**config.mk**
```make
export PLATFORM = sky130hd
export DESIGN_NAME = adcci_top
export DESIGN_NICKNAME = d
export VERILOG_FILES = /design/src/rtl/adcci_top.v
export VERILOG_INCLUDE_DIRS = /design/src /design/src/rtl
export SDC_FILE = /design/constraint.sdc
export NUM_CORES = 1
export LEC_CHECK = 0
export BUFFER_PORTS_ARGS = -buffer_cell sky130_fd_sc_hd__buf_2
export CAP_MARGIN = 15
export CORE_UTILIZATION = 41
export CTS_CLUSTER_DIAMETER = 200
export DETAILED_ROUTE_END_ITERATION = 16
export HOLD_SLACK_MARGIN = 0.12
export PLACE_DENSITY = 0.68
export SYNTH_ARGS = -nofsm -noshare
export SYNTH_HDL_FRONTEND = slang
export SYNTH_SLANG_ARGS = --single-unit
```
**constraint.sdc**
```tcl
create_clock -name sys_clk -period 11.4 [get_ports sys_clk]
set_clock_uncertainty 0.15 [all_clocks]
set_input_delay 2.28 -clock sys_clk [delete_from_list [all_inputs] [get_ports sys_clk]]
set_output_delay 2.28 -clock sys_clk [all_outputs]
set_load 0.1 [all_outputs]
```
**src/rtl/adcci_map.vh**
```
// Constants for the converter comparator, interrupt and averaging block
`ifndef ADCCI_MAP_VH
`define ADCCI_MAP_VH

// ------------------------------------------------------------------------
// Sizes
// ------------------------------------------------------------------------
`define ADCCI_DATA_W      12
`define ADCCI_SUM_W       18
`define ADCCI_CNT_W       7
`define ADCCI_NCMP        4
`define ADCCI_NSEQ        4

// ------------------------------------------------------------------------
// Band codes
// ------------------------------------------------------------------------
`define ADCCI_BAND_LOW    2'h0
`define ADCCI_BAND_MID    2'h1
`define ADCCI_BAND_HIGH   2'h2
`define ADCCI_BAND_NONE   2'h3

// ------------------------------------------------------------------------
// Trigger and interrupt mode codes
// ------------------------------------------------------------------------
`define ADCCI_MODE_NONE       4'h0
`define ADCCI_MODE_LOW_ALW    4'h1
`define ADCCI_MODE_LOW_ONCE   4'h2
`define ADCCI_MODE_LOW_HALW   4'h3
`define ADCCI_MODE_LOW_HONCE  4'h4
`define ADCCI_MODE_MID_ALW    4'h5
`define ADCCI_MODE_MID_ONCE   4'h6
`define ADCCI_MODE_HIGH_ALW   4'h7
`define ADCCI_MODE_HIGH_ONCE  4'h8
`define ADCCI_MODE_HIGH_HALW  4'h9
`define ADCCI_MODE_HIGH_HONCE 4'hA

// ------------------------------------------------------------------------
// Averaging codes: factor is two to the power of the code
// ------------------------------------------------------------------------
`define ADCCI_AVG_OFF     3'h0
`define ADCCI_AVG_MAX     3'h6

// ------------------------------------------------------------------------
// Reset values
// ------------------------------------------------------------------------
`define ADCCI_RST_4       4'h0
`define ADCCI_RST_DATA    12'h000
`define ADCCI_RST_SUM     18'h00000
`define ADCCI_RST_CNT     7'h00

`endif

```
**src/rtl/adcci_top.v**
```verilog
// Comparator bands, comparator and sequence interrupts, hardware averaging
`timescale 1ns/1ps
`default_nettype none
`include "adcci_map.vh"

// Function
// - Result at or below low threshold: low
// - Above low, not above high: mid
// - Strictly above high threshold: high
// - Trigger, interrupt modes selected independently per comparator
// - Software resets trigger, interrupt state separately
// - One comparator status word, sequence agnostic
// - Mask write clears exactly selected status bits
// - Comparator interrupt enabled per sample sequence
// - Averaging by 2, 4, 8, 16, 32, 64
// - Factor zero stores each conversion directly
// - Averaging uniform; one averaged entry per write
// - Throughput drops by the averaging factor
// - Clearing sequence status drops its request
// - Per sequence interrupt enable, clearable
// - Enabling sequence interrupt first clears pending status
// - Raw status and masked status per sequence
module adcci_top (
    input  wire        sys_clk,
    input  wire        srst,
    input  wire        conv_valid,
    input  wire [11:0] conv_data,
    input  wire [1:0]  conv_seq,
    input  wire        conv_cmp_en,
    input  wire [1:0]  conv_cmp_idx,
    input  wire [2:0]  averaging_factor,
    input  wire [47:0] low_band_threshold,
    input  wire [47:0] high_band_threshold,
    input  wire [15:0] comparator_trigger_mode,
    input  wire [15:0] comparator_int_mode,
    input  wire [3:0]  reset_trigger_state,
    input  wire [3:0]  reset_int_state,
    input  wire        cmp_status_clr_wr,
    input  wire [3:0]  cmp_status_clr_mask,
    input  wire [3:0]  cmp_int_enable_set,
    input  wire [3:0]  cmp_int_disable,
    input  wire [3:0]  seq_done,
    input  wire [3:0]  seq_int_clr,
    input  wire [3:0]  seq_int_enable_set,
    input  wire [3:0]  seq_int_disable,
    input  wire        masked_status_select,
    input  wire [1:0]  status_seq_sel,
    output reg         fifo_wr_valid_ff,
    output reg  [11:0] fifo_wr_data_ff,
    output reg  [1:0]  fifo_wr_seq_ff,
    output reg  [3:0]  cmp_trig_ff,
    output reg  [3:0]  cmp_status_ff,
    output reg         cmp_irq_ff,
    output reg  [3:0]  cmp_int_en_ff,
    output reg  [3:0]  seq_int_en_ff,
    output reg  [3:0]  seq_raw_ff,
    output reg  [3:0]  seq_masked_ff,
    output reg  [3:0]  seq_irq_ff,
    output reg         seq_status_ff
);

    // --------------------------------------------------------------------
    // Mode decision helpers
    // --------------------------------------------------------------------
    function fire_fn;
        input [3:0] mode;
        input [1:0] band;
        input [1:0] prev;
        input       arm;
        reg         is_lo;
        reg         is_mi;
        reg         is_hi;
        begin
            is_lo = (band == `ADCCI_BAND_LOW);
            is_mi = (band == `ADCCI_BAND_MID);
            is_hi = (band == `ADCCI_BAND_HIGH);
            case (mode)
                `ADCCI_MODE_LOW_ALW:    fire_fn = is_lo;
                `ADCCI_MODE_LOW_ONCE:   fire_fn = is_lo && (prev != band);
                `ADCCI_MODE_LOW_HALW:   fire_fn = is_lo && arm;
                `ADCCI_MODE_LOW_HONCE:
                    fire_fn = is_lo && arm && (prev != band);
                `ADCCI_MODE_MID_ALW:    fire_fn = is_mi;
                `ADCCI_MODE_MID_ONCE:   fire_fn = is_mi && (prev != band);
                `ADCCI_MODE_HIGH_ALW:   fire_fn = is_hi;
                `ADCCI_MODE_HIGH_ONCE:  fire_fn = is_hi && (prev != band);
                `ADCCI_MODE_HIGH_HALW:  fire_fn = is_hi && arm;
                `ADCCI_MODE_HIGH_HONCE:
                    fire_fn = is_hi && arm && (prev != band);
                default:                fire_fn = 1'b0;
            endcase
        end
    endfunction

    // Hysteresis arm: set by the opposite band, spent by an output
    function arm_fn;
        input [3:0] mode;
        input [1:0] band;
        input       arm;
        input       fired;
        reg         lo_h;
        reg         hi_h;
        begin
            lo_h = (mode == `ADCCI_MODE_LOW_HALW) ||
                   (mode == `ADCCI_MODE_LOW_HONCE);
            hi_h = (mode == `ADCCI_MODE_HIGH_HALW) ||
                   (mode == `ADCCI_MODE_HIGH_HONCE);
            if (fired) begin
                arm_fn = 1'b0;
            end else if (lo_h && band == `ADCCI_BAND_HIGH) begin
                arm_fn = 1'b1;
            end else if (hi_h && band == `ADCCI_BAND_LOW) begin
                arm_fn = 1'b1;
            end else begin
                arm_fn = arm;
            end
        end
    endfunction

    // --------------------------------------------------------------------
    // Hardware averaging
    // --------------------------------------------------------------------
    reg  [17:0] acc_sum_ff;
    reg  [6:0]  acc_cnt_ff;
    reg  [1:0]  acc_seq_ff;
    reg  [2:0]  acc_code_ff;
    reg         out_cmp_en_ff;
    reg  [1:0]  out_cmp_idx_ff;
    wire [2:0]  code_eff;
    wire        fresh;
    wire [17:0] nxt_sum;
    wire [6:0]  nxt_cnt;
    wire [6:0]  need_cnt;
    wire        emit;
    wire [17:0] avg_full;

    // Out of range codes behave as off
    assign code_eff = (averaging_factor > `ADCCI_AVG_MAX) ?
                      `ADCCI_AVG_OFF : averaging_factor;
    // Factor or sequence change restarts; stale partial sums never mix
    assign fresh    = (acc_cnt_ff == `ADCCI_RST_CNT) ||
                      (conv_seq != acc_seq_ff) || (code_eff != acc_code_ff);
    assign nxt_sum  = (fresh ? `ADCCI_RST_SUM : acc_sum_ff) +
                      {6'h00, conv_data};
    assign nxt_cnt  = fresh ? 7'h01 : (acc_cnt_ff + 7'h01);
    // Factor is two to the code
    assign need_cnt = 7'h01 << code_eff;
    assign emit     = conv_valid && (nxt_cnt == need_cnt);
    assign avg_full = nxt_sum >> code_eff;

    always @(posedge sys_clk) begin
        if (srst) begin
            acc_sum_ff       <= `ADCCI_RST_SUM;
            acc_cnt_ff       <= `ADCCI_RST_CNT;
            acc_seq_ff       <= 2'h0;
            acc_code_ff      <= `ADCCI_AVG_OFF;
            fifo_wr_valid_ff <= 1'b0;
            fifo_wr_data_ff  <= `ADCCI_RST_DATA;
            fifo_wr_seq_ff   <= 2'h0;
            out_cmp_en_ff    <= 1'b0;
            out_cmp_idx_ff   <= 2'h0;
        end else begin
            fifo_wr_valid_ff <= emit;
            if (conv_valid) begin
                acc_sum_ff  <= nxt_sum;
                acc_seq_ff  <= conv_seq;
                acc_code_ff <= code_eff;
                acc_cnt_ff  <= emit ? `ADCCI_RST_CNT : nxt_cnt;
            end
            // Only fully averaged results are written
            if (emit) begin
                fifo_wr_data_ff <= avg_full[11:0];
                fifo_wr_seq_ff  <= conv_seq;
                out_cmp_en_ff   <= conv_cmp_en;
                out_cmp_idx_ff  <= conv_cmp_idx;
            end
        end
    end

    // --------------------------------------------------------------------
    // Digital comparators
    // --------------------------------------------------------------------
    wire [3:0] trig_hit;
    wire [3:0] int_hit;

    genvar g;
    generate
        for (g = 0; g < `ADCCI_NCMP; g = g + 1) begin : gen_cmp
            reg  [1:0]  trig_prev_ff;
            reg         trig_arm_ff;
            reg  [1:0]  int_prev_ff;
            reg         int_arm_ff;
            reg  [1:0]  band;
            wire [11:0] lo_thr;
            wire [11:0] hi_thr;
            wire [3:0]  t_mode;
            wire [3:0]  i_mode;
            wire        eval;
            wire        t_fire;
            wire        i_fire;

            assign lo_thr = low_band_threshold[g*12 +: 12];
            assign hi_thr = high_band_threshold[g*12 +: 12];
            assign t_mode = comparator_trigger_mode[g*4 +: 4];
            assign i_mode = comparator_int_mode[g*4 +: 4];
            assign eval   = fifo_wr_valid_ff && out_cmp_en_ff &&
                            (out_cmp_idx_ff == g);

            always @* begin
                if (fifo_wr_data_ff <= lo_thr) begin
                    band = `ADCCI_BAND_LOW;
                end else if (fifo_wr_data_ff <= hi_thr) begin
                    band = `ADCCI_BAND_MID;
                end else begin
                    band = `ADCCI_BAND_HIGH;
                end
            end

            assign t_fire = eval &&
                            fire_fn(t_mode, band, trig_prev_ff, trig_arm_ff);
            assign i_fire = eval &&
                            fire_fn(i_mode, band, int_prev_ff, int_arm_ff);
            assign trig_hit[g] = t_fire;
            assign int_hit[g]  = i_fire;

            always @(posedge sys_clk) begin
                if (srst || reset_trigger_state[g]) begin
                    trig_prev_ff <= `ADCCI_BAND_NONE;
                    trig_arm_ff  <= 1'b0;
                end else if (eval) begin
                    trig_prev_ff <= band;
                    trig_arm_ff  <= arm_fn(t_mode, band, trig_arm_ff, t_fire);
                end
                if (srst || reset_int_state[g]) begin
                    int_prev_ff <= `ADCCI_BAND_NONE;
                    int_arm_ff  <= 1'b0;
                end else if (eval) begin
                    int_prev_ff <= band;
                    int_arm_ff  <= arm_fn(i_mode, band, int_arm_ff, i_fire);
                end
            end
        end
    endgenerate

    // --------------------------------------------------------------------
    // Comparator status and enables
    // --------------------------------------------------------------------
    wire [3:0] cmp_set;
    wire [3:0] nxt_cmp_status;

    // Only sequences with comparator interrupt enabled set status
    assign cmp_set = int_hit & {4{cmp_int_en_ff[fifo_wr_seq_ff]}};
    // Masked clear; a new event in the same cycle wins
    assign nxt_cmp_status = (cmp_status_ff &
                            ~({4{cmp_status_clr_wr}} & cmp_status_clr_mask))
                            | cmp_set;

    always @(posedge sys_clk) begin
        if (srst) begin
            cmp_trig_ff   <= `ADCCI_RST_4;
            cmp_status_ff <= `ADCCI_RST_4;
            cmp_irq_ff    <= 1'b0;
            cmp_int_en_ff <= `ADCCI_RST_4;
        end else begin
            // Trigger outputs as one cycle pulses
            cmp_trig_ff   <= trig_hit;
            cmp_status_ff <= nxt_cmp_status;
            cmp_irq_ff    <= |nxt_cmp_status;
            cmp_int_en_ff <= (cmp_int_en_ff & ~cmp_int_disable) |
                             cmp_int_enable_set;
        end
    end

    // --------------------------------------------------------------------
    // Sample sequence interrupts
    // --------------------------------------------------------------------
    wire [3:0] nxt_seq_en;
    wire [3:0] nxt_seq_raw;
    wire [3:0] nxt_seq_masked;

    // Enable set and clear per sequence
    assign nxt_seq_en     = (seq_int_en_ff & ~seq_int_disable) |
                            seq_int_enable_set;
    // Clear or enable drops pending; done still wins
    assign nxt_seq_raw    = (seq_raw_ff &
                            ~(seq_int_clr | seq_int_enable_set)) | seq_done;
    // Masked is raw gated by enable
    assign nxt_seq_masked = nxt_seq_raw & nxt_seq_en;

    always @(posedge sys_clk) begin
        if (srst) begin
            seq_int_en_ff <= `ADCCI_RST_4;
            seq_raw_ff    <= `ADCCI_RST_4;
            seq_masked_ff <= `ADCCI_RST_4;
            seq_irq_ff    <= `ADCCI_RST_4;
            seq_status_ff <= 1'b0;
        end else begin
            seq_int_en_ff <= nxt_seq_en;
            seq_raw_ff    <= nxt_seq_raw;
            seq_masked_ff <= nxt_seq_masked;
            seq_irq_ff    <= nxt_seq_masked;
            if (masked_status_select) begin
                seq_status_ff <= nxt_seq_masked[status_seq_sel];
            end else begin
                seq_status_ff <= nxt_seq_raw[status_seq_sel];
            end
        end
    end

endmodule
`default_nettype wire

```
Word level (Yosys, flattened, before mapping)
Index checks and enable logic that the tools add are counted.
Widths: inputs -> output; s select.

storage, ports and cells
  register bits after elaboration = 98
  input bits = 191
  output and inout bits = 45

cells by class
  add/subtract/negate cells = 2
  order comparisons = 11
  equal/unequal tests = 102
  shifts and indexed selects = 2
  mux-type cells = 51
  bitwise gates (word level) = 16
  reductions and logical operators = 135

operators with widths
  cell                 number
  $eq 4x3->1 const B   32
  $eq 4x4->1 const B   24
  $le 12x12->1         8
  $logic_and 1x1->1    86
  $pmux 1 s10          8
  $eq 4x2->1 const B   16
  $eq 4x1->1 const B   8
  $and 4x4->4          7
  $mux 1               28
  $logic_or 1x1->1     26
  $reduce_bool 3->1    8
  $or 4x4->4           5
  $add 18x12->18       1
  $mux 18              1
  $ne 2x2->1           9
  $shr 18x3->12        1
  $mux 2               8
  $not 4->4            4
  $reduce_and 2->1     8
  $mux 7               2
  $eq 2x2->1 const B   6
  $eq 2x1->1 const B   5
  $logic_not 2->1      5
  $add 7x1->7 const B  1
  9 further kinds      12

Logic depth before layout (Yosys ltp)
Gate-level depths: netlist of run 1.

  depth after elaboration = 11
  depth in mapped cells = 19

Worst setup path before layout of run 1
No wires, ideal clock.

  kind = input to register
  start point = input port averaging_factor[2]
  end point = register fifo_wr_data_ff[8]
  library setup time = 0.095 ns
  data arrival time = 6.103 ns
  required time = 11.155 ns
  slack = 5.052 ns
  cell stages on the path = 18
  cell sequence = clkbuf_1 or2_2 a211oi_1 a211o_1 buf_2 clkbuf_1 and3_1 ha_1 fa_1 a211oi_1 o21ai_0 a311oi_1 nor3_1 xnor2_1 or4b_2 o21ai_0 a21oi_1 a221oi_1

on the way
  word-level cells in the longest chain between the ends = 7

RTL lines
  element                                                    RTL line                          RTL
  from (decl)                                                adcci_top.v:31                    input wire [2:0] averaging_factor,
  $gt 3x3->1 (no line)                                       n/a
  $mux 3 *                                                   adcci_top.v:138                   assign code_eff = (averaging_factor > `ADCCI_AVG_MAX) ?
  $ne 3x3->1                                                 adcci_top.v:142                   (conv_seq != acc_seq_ff) || (code_eff != acc_code_ff);
  $logic_or 1x1->1                                           adcci_top.v:141                   assign fresh = (acc_cnt_ff == `ADCCI_RST_CNT) ||
  $mux 18 / $mux 7 (equally long branches)                   adcci_top.v:143, adcci_top.v:145
  $add 18x12->18 / $eq 7x7->1 (equally long branches)        adcci_top.v:143, adcci_top.v:148
  $shr 18x3->12 / $logic_and 1x1->1 (equally long branches)  adcci_top.v:149, adcci_top.v:148
  to (signal assigned)                                       adcci_top.v:158                   fifo_wr_data_ff <= `ADCCI_RST_DATA;
  to (signal assigned)                                       adcci_top.v:172                   fifo_wr_data_ff <= avg_full[11:0];
  to (decl)                                                  adcci_top.v:49                    output reg [11:0] fifo_wr_data_ff,

Mark *: on every way between the ends. The rest lies on a longest branch, timed or not.
A chain may end at the register's enable or synchronous reset.

Worst setup path in the final report of run 1
  start point = input port averaging_factor[0]
  end point = register fifo_wr_data_ff[8]

Same word-level chain as after synthesis.

==> metrics, run 1 <==
pwr dens 82.5 nW/um^2; fin crit share 0.619; DR WL/cell roughly 16 um; Flop pwr share 0.390; sw frac 0.347; postcts setup bufs 0; Fin. Hold Viols 0; CTS Buf Count 9; Mapped Nets ~1600; Max Freq between 100 and 150 MHz; first-pass GRT wire length between 40000 and 50000 um; Post-Syn Area roughly 10000 um^2; crit path max fanout 26; Initial Utilization 0.416; CTS Sinks 98; most frequent cells in the layout buf_2 (235), nor2_1 (139), inv_1 (133); Multi-input gate area between 6000 and 7000 um^2; # H-tree levels 3; Max Transition Viols Final 0; clock power share 0.323; Die Wd between 150 and 200 um; DRC violation total after the first TritonRoute iteration 711; placed wire-length estimate about 22000 um; Root Buffer clkbuf_16; Seq/Total Area, Yosys 0.202; critical path class input port to register; Leak about 5.5 nW; largest net degree at the start of global routing just over 90; vias in the first global route ~9500; Primary FF master, synth dfxtp_1; critical path endpoint category register; height of the die approximately 160 um; # port buffers roughly 240; final worst path period need between 7 and 8 ns; Clock Tree Buf Depth 2; P_sw about 0.32 mW; # fillers between 2000 and 2500; share of layout cells above drive strength 1 0.192; DRC viols 0; WL final about 29000 um; asr flop ratio synth 0; Resized cells post-CTS 0; synth warn 0; DRT antenna net count 0; Row Count 56; CTS tree yes; TNS Setup 0 ns; synth unique cells between 80 and 90; syn_area_per_cell roughly 7.4 um^2; Syn Inst Count 1316; final core utilization 0.483; Pre-antenna DRT Iters 5; CP Launch Type input port; GRT Overall Usage 0.232; diode count 0; Power Internal roughly 0.6 mW; FF/Latch Area 1960 um^2; max_cap viols 0; Crit path required time 11.49 ns; Setup Viol. Count Final 0; GRT overflow 0; synthesis-to-layout area growth 16.2%; Nets 1795; outcome finished, final reports clean; maximum vdd drop ~0.076 mV; #FFs+latches synth around 100; commonest non-fill, non-tap cell in the layout buf_2; Clock Latency Late Sink about 0.35 ns; RD Place Congestion 0.919; critical path arrival slightly above 7 ns; hold_buf cts 0; Vias around 10000; slew margin rel. 0.258; antenna violations before repair 0; unrepaired setup endpoints after global routing no; CTS clk-pin slew, worst paths 0.07 ns; io pins roughly 240; number of flops mapped to enable cells by yosys 0; power share of the combinational group 0.288; vias per inst 5.66; Core ar. around 23000 um^2; worst-margin pin slew around 1.1 ns; worst min-delay path class register to register; die area 24400 um^2
==> worst max-delay path: stages <==
cell	delay [ns]
buf_2	0.38
a21bo_1	0.58
a211oi_2	0.14
o211a_1	0.38
and3_1	0.31
ha_1	0.22
fa_1	0.43
a211oi_1	0.33
o21ai_0	0.27
a311oi_1	0.36
nor3_1	0.11
xnor2_1	0.23
or4b_2	0.64
o21ai_0	0.10
a21oi_1	0.09
a221oi_1	0.29
==> layer usage <==
| metal | routed length, um | up-vias | GRT usage |
|---|---|---|---|
| met2 | 13900 | 320 | 0.413 |
| met1 | 12900 | 4768 | 0.289 |
| met4 | 489 | 0 | 0.0654 |
| met5 | 0 | - | 0 |
| li1 | - | 5155 | - |
| met3 | 1520 | 33 | 0.0333 |
==> final timing paths <==
| path | from | end | slack [ns] | depth (start not counted) |
|---|---|---|---|---|
| setup / recovery | averaging_factor[0] | fifo_wr_data_ff[8] | 4.35 | 16 |
| hold / removal | gen_cmp[2].int_prev_ff[1] | gen_cmp[2].int_prev_ff[1] | 0.32 | 2 |
| setup reg to reg | acc_cnt_ff[2] | fifo_wr_data_ff[8] | 6.56 | 15 |
| hold reg to reg | gen_cmp[2].int_prev_ff[1] | gen_cmp[2].int_prev_ff[1] | 0.32 | 2 |
==> cell type report <==
| class | count | area share |
|---|---|---|
| clock inverters | 4 | 0.00299 |
| repair buffers | 243 | 0.109 |
| well taps | 319 | 0.0353 |
| flip-flops and latches | 98 | 0.173 |
| inverters | 134 | 0.0445 |
| multi-input cells | 1007 | 0.612 |
| clock buffers | 12 | 0.0227 |
==> synth_stat cells, drive strengths merged (21+ instances only) <==
master	number	area [um^2]
o21ai	65	329
dfxtp	98	1960
nand2b	26	163
mux2i	35	350
nand2	91	342
a211oi	39	298
and3	21	131
inv	133	499
nor2	139	522
nor3	34	170
a21oi	106	531
clkbuf	61	230
ha	110	1380
nand4	30	188
nand3	25	130
nor2b	25	156
==> per-stage QoR <==
step           hold slack [ns]  power, mW  worst slack, ns  cells  cell area (um^2)
6_report                 0.320      0.933             4.35   1817             11300
2_1_floorplan            0.289      0.560             5.05   1316              9730
4_1_cts                  0.332      0.945             4.40   1817             11300
3_3_place_gp             0.307      0.633             4.15   1801             11000
5_1_grt                  0.361      0.986             3.92   1817             11300
3_5_place_dp             0.313      0.637             4.05   1801             11000
==> sequential cells by signal, summed over array words and instances, names as in the netlist, 7 cells and up <==
register / flops
fifo_wr_data_ff: 12
acc_cnt_ff: 7
acc_sum_ff: 18
gen_cmp.trig_prev_ff: 8
gen_cmp.int_prev_ff: 8
==> cell families (layout without fill, tap and decap cells) <==
group                      count (synthesis)  after routing  share of synthesized area
and+or+nand+nor                          446            446                      0.227
DFF                                       98             98                      0.202
xor gates and xnor gates                  30             30                     0.0270
muxes                                     43             43                     0.0487
AOI/OAI and AO/OA                        377            377                      0.264
buffers and inverters                    211            393                     0.0878
adders and majority gates                111            111                      0.143
==> power by group through the flow <==
stage	Clock [mW]	Sequential [mW]	Combinational, mW
after floorplan	0	0.407	0.153
after global placement	0	0.371	0.262
after detailed placement	0	0.371	0.266
after CTS	0.314	0.363	0.268
after global routing	0.324	0.365	0.297
final	0.301	0.363	0.268
(Power assumes the default switching activity.)
==> inputs of run 2 (changes only) <==
Clock period 11.4 ns to 7.1 ns, I/O delays scaled along.
==> run 2 against run 1 <==
Non-clock buffer count up 1; sequential share of layout area down 0.054 points; clock power up 80%; worst hold slack better by 0.010 ns; critical path type unchanged; sequential power up 61%; count of clock-buffer cells in the layout down 2; cell count unchanged; via count down 0.52%.
==> metrics, run 2 (same netlist as run 1, synthesis figures left out) <==
Worst path slowest cell or4b_2; GR peak layer met2; # port buffers roughly 240; outcome finished, final reports clean; die area between 20000 and 25000 um^2; Setup Viol. Count Final 0; Power, Total between 1.5 and 2 mW; met1 Track Usage GR 0.292; Die Wd roughly 160 um; Root Buffer clkbuf_16; Max Transition Viols Final 0; maximum vdd drop between 0.09 and 0.1 mV; met2 Use GR 0.413; crit path max fanout 27; cell area after placement approximately 11000 um^2; worst min-delay path class register to register; Initial Utilization 0.416; commonest non-fill, non-tap cell in the layout buf_2; final worst path period need 6.22 ns; Clock Tree Buf Depth 2; io pins between 200 and 250; Nets 1796; biggest regs acc_sum_ff (18), fifo_wr_data_ff (12); critical path's top delay family compound AO/OA/AOI/OAI gates; CTS clk-pin slew, worst paths roughly 0.080 ns; Critical path buffers and inverters 1; most frequent cells in the layout buf_2 (235), nor2_1 (139), inv_1 (133); largest net degree at the start of global routing 65; most flop-heavy register acc_sum_ff; CTS Sinks 98; height of the die 156 um; critical path endpoint category register; Vias roughly 10000; DRC violation total after the first TritonRoute iteration 641; antenna violations before repair 1; Cell Chain, Critical Path buf_2, a21bo_1, o211a_1, and3_1, ha_1, fa_1, a211oi_1, o21ai_0, a311oi_1, nor3_1, xnor2_1, or4b_2, o21ai_0, a21oi_1, a221oi_1; critical path class input port to register; TNS Setup 0 ns; DR WL/cell between 15 and 20 um; Fin. Hold Viols 0; Resized cells post-CTS 0; max reg flops 18; Core ar. 23400 um^2; Clock Latency Late Sink roughly 0.36 ns; Max Freq 161 MHz; CP max stage delay a little over 0.6 ns; Row Count between 50 and 60; share of layout cells above drive strength 1 0.192; unrepaired setup endpoints after global routing no; DRT antenna net count 0; grt met3 use 0.0389; postcts setup bufs 0; CP Launch Type input port; synthesis-to-layout area growth 16.5%; Most common cell on crit path o21ai_0; worst-margin pin slew approximately 1.1 ns; slew margin rel. 0.249; CTS tree yes; fin crit share 0.876; hold_buf cts 0; # fillers 2394; critical path arrival between 6 and 7 ns; # H-tree levels 3; GRT overflow 0; pwr dens 137 nW/um^2; final core utilization 0.485; WL final 28800 um; Crit path required time about 7 ns; placed wire-length estimate 21900 um; vias in the first global route roughly 9500; vias per inst between 5 and 6; Pre-antenna DRT Iters 5; Finished Cell Area 11300 um^2; Leak about 5.5 nW; first-pass GRT wire length around 46000 um; GRT Overall Usage 0.234; max_cap viols 0; RD Place Congestion a little over 0.9; CTS Buf Count 9; DRC viols 0
run 2: cell types whose count changed in the layout (fill, tap and decap cells not counted):
cell / delta
buf_4: +1
clkinv_4: -1
clkbuf_8: -1
bufinv_16: +2
inv_6: -1
diode_2: +1
clkbuf_1: -1
run 2: stage by stage:
| stage | std cells | hold slack (ns) | worst slack [ns] |
|---|---|---|---|
| floorplan | 1316 | 0.289 | 1.61 |
| global placement | 1802 | 0.305 | 0.703 |
| detailed placement | 1802 | 0.307 | 0.610 |
| CTS | 1816 | 0.329 | 0.991 |
| global route | 1817 | 0.353 | 0.595 |
| finish | 1817 | 0.331 | 0.882 |
run 2: worst min-delay path, cell delays in order, from the launching register on:
cell and delay [ns]:
dfxtp_1 0.32, nand2_1 0.05, nand3_1 0.06
run 2: worst paths after layout:
| kind | startpoint | endpoint | slack [ns] | cells past startpoint |
|---|---|---|---|---|
| setup / recovery | averaging_factor[1] | fifo_wr_data_ff[8] | 0.88 | 15 |
| hold / removal | gen_cmp[2].int_prev_ff[1] | gen_cmp[2].int_prev_ff[1] | 0.33 | 2 |
| setup reg to reg | acc_cnt_ff[2] | fifo_wr_data_ff[8] | 2.20 | 15 |
| hold reg to reg | gen_cmp[2].int_prev_ff[1] | gen_cmp[2].int_prev_ff[1] | 0.33 | 2 |
run 2: routing by layer:
layer  up-vias  wire, um
met2       301     13800
met5         -         0
met3        39      1390
li1       5167         -
met4         0       473
met1      4716     13100
run 2: cell type report:
class / count / area [um^2] / area share
inverters: 134 / 503 / 0.0443
flip-flops and latches: 98 / 1960 / 0.173
repair buffers: 244 / 1240 / 0.110
clock inverters: 4 / 76.3 / 0.00673
diodes: 1 / 2.50 / 0.000221
clock buffers: 10 / 239 / 0.0211
well taps: 319 / 399 / 0.0352
multi-input cells: 1007 / 6920 / 0.610
run 2: report_power, final:
part / leakage [nW] / total (mW) / internal (mW) / switching, mW
Sequential: 0.799 / 0.583 / 0.565 / 0.0176
Combinational: 4.55 / 0.432 / 0.153 / 0.278
Clock: 0.151 / 0.542 / 0.316 / 0.226
==> inputs of run 3 (changes only) <==
Settings changed: PLACE_DENSITY 0.68 to unset.
==> run 3 against run 2 <==
Total power is 3.1% lower; fmax rose by 4.4%; critical path depth up 1; register-to-register slack gained 0.05 ns; die area stayed put; worst hold slack got worse by 0.0028 ns; combinational power about the same; sequential power about the same; clock power decreased by 8.9%; non-clock buffer count grew 2; sequential cell count unchanged; count of clock-buffer cells in the layout unchanged; largest cell class unchanged.
==> metrics, run 3 (same netlist as run 1, synthesis figures left out) <==
outcome finished, final reports clean; crit path max fanout 21; worst r2r src acc_cnt_ff[2]; # H-tree levels 3; Nets ~1800; Cell Chain, Critical Path buf_2, a21bo_1, a211oi_2, o211a_1, and3_1, ha_1, fa_1, a211oi_1, o21ai_0, a311oi_1, nor3_1, xnor2_1, or4b_2, o21ai_0, a21oi_1, a221oi_1; Vias a little over 10000; critical path's top delay family compound AO/OA/AOI/OAI gates; critical path endpoint category register; worst r2r dst fifo_wr_data_ff[8]; GRT overflow 0; reg-to-reg slack, setup approximately 2.3 ns; Worst path slowest cell or4b_2; DRC violation total after the first TritonRoute iteration 736; Hold Path Depth 2; DR WL/cell ~16 um; Clock Latency Late Sink around 0.35 ns; biggest regs acc_sum_ff (18), fifo_wr_data_ff (12); largest net degree at the start of global routing between 50 and 60; Die Wd 156 um; maximum vdd drop 0.118 mV; io pins 236; Pre-antenna DRT Iters 7; Crit path required time approximately 7.2 ns; worst min-delay path class register to register; vias in the first global route 9446; worst-margin pin slew about 1 ns; die area approximately 24000 um^2; Max Transition Viols Final 0; Hold Startpoint gen_cmp[2].int_prev_ff[1]; share of layout cells above drive strength 1 0.194; CTS clk-pin slew, worst paths ~0.080 ns; worst slack, placed 0.859 ns; most frequent cells in the layout buf_2 (235), nor2_1 (139), inv_1 (133); hold endpoint gen_cmp[2].int_prev_ff[1]; Max Freq around 170 MHz; placed insts approximately 1800; pwr dens ~130 nW/um^2; fin crit share 0.839; Core ar. 23400 um^2; Fin. Hold Viols 0; Row Count 56; slew margin rel. 0.328; height of the die about 160 um; postcts setup bufs 0; first-pass GRT wire length approximately 47000 um; R2R depth 15; CP max stage delay 0.63 ns; CTS Sinks 98; # fillers between 2000 and 2500; # port buffers between 200 and 250; worst setup margin roughly 1.1 ns; unrepaired setup endpoints after global routing no; placed wire-length estimate around 22000 um; Resized cells post-CTS 0; WL final just under 30000 um; CP Launch Type input port; critical path class input port to register; TNS Setup 0 ns; Critical path buffers and inverters 1; GRT Overall Usage 0.235; Most common cell on crit path o21ai_0; max_cap viols 0; synthesis-to-layout area growth 16.5%; critical path arrival 6.06 ns; vias per inst ~5.6; max reg flops 18; final worst path period need roughly 6.0 ns; DRC viols 0; RD Place Congestion 0.885; CTS tree yes; hold_buf cts 0; Root Buffer clkbuf_16; DRT antenna net count 0; CTS Buf Count 9; Setup Viol. Count Final 0; most flop-heavy register acc_sum_ff; Initial Utilization 0.416; Leak 5.50 nW; commonest non-fill, non-tap cell in the layout buf_2; Clock Tree Buf Depth 2; Post-Layout Cell Count ~1800; worst setup path startpoint averaging_factor[1]; antenna violations before repair 1
## run 3: changes by cell type in the layout (fill, tap and decap cells not counted), sizes merged
cell    before  now
inv        134  137
buf        244  246
bufinv       2    0
clkinv       1    2
## run 3: worst max path at each step
stage,end,slack (ns),depth (start not counted)
after floorplan,fifo_wr_data_ff[8],1.61,18
after global placement,fifo_wr_data_ff[8],0.98,16
after detailed placement,fifo_wr_data_ff[8],0.86,16
after CTS,fifo_wr_data_ff[8],1.23,16
after global routing,fifo_wr_data_ff[8],0.93,16
final,fifo_wr_data_ff[8],1.14,16
## run 3: stage by stage
| step | hold WS (ns) | power (mW) | instance area [um^2] | utilization |
|---|---|---|---|---|
| 2_1_floorplan | 0.289 | 0.899 | 9730 | - |
| 3_3_place_gp | 0.303 | 1.02 | 11000 | 0.472 |
| 3_5_place_dp | 0.311 | 1.02 | 11000 | 0.472 |
| 4_1_cts | 0.329 | 1.53 | 11300 | 0.484 |
| 5_1_grt | 0.371 | 1.59 | 11300 | 0.484 |
| 6_report | 0.328 | 1.51 | 11300 | 0.484 |
## run 3: area by class of cell
cell class	instances	area, um^2	share of cell area
multi-input combinational	1007	6920	0.610
sequential	98	1960	0.173
timing repair buffer	246	1260	0.111
inverter	134	503	0.0444
tap	319	399	0.0352
clock buffer	10	239	0.0211
clock inverter	6	56.3	0.00497
antenna	1	2.50	0.000221
## run 3: worst min-delay path: stages, from the launching register on
cell and delay (ns):
dfxtp_1 0.33, nand2_1 0.05, nand3_1 0.07
## run 3: metal layers
layer | vias to the layer above | global-route usage | part of all wire
met3 | 34 | 0.0286 | 0.053
met5 | - | 0 | 0
met2 | 315 | 0.418 | 0.48
met1 | 4682 | 0.301 | 0.45
met4 | 0 | 0.0509 | 0.014
li1 | 5191 | - | -
## run 3: where the power goes
| part | internal, mW | leakage [nW] | switching, mW |
|---|---|---|---|
| registers | 0.565 | 0.799 | 0.0179 |
| logic | 0.154 | 4.56 | 0.278 |
| clock network | 0.256 | 0.144 | 0.238 |
| total | 0.975 | 5.50 | 0.534 |
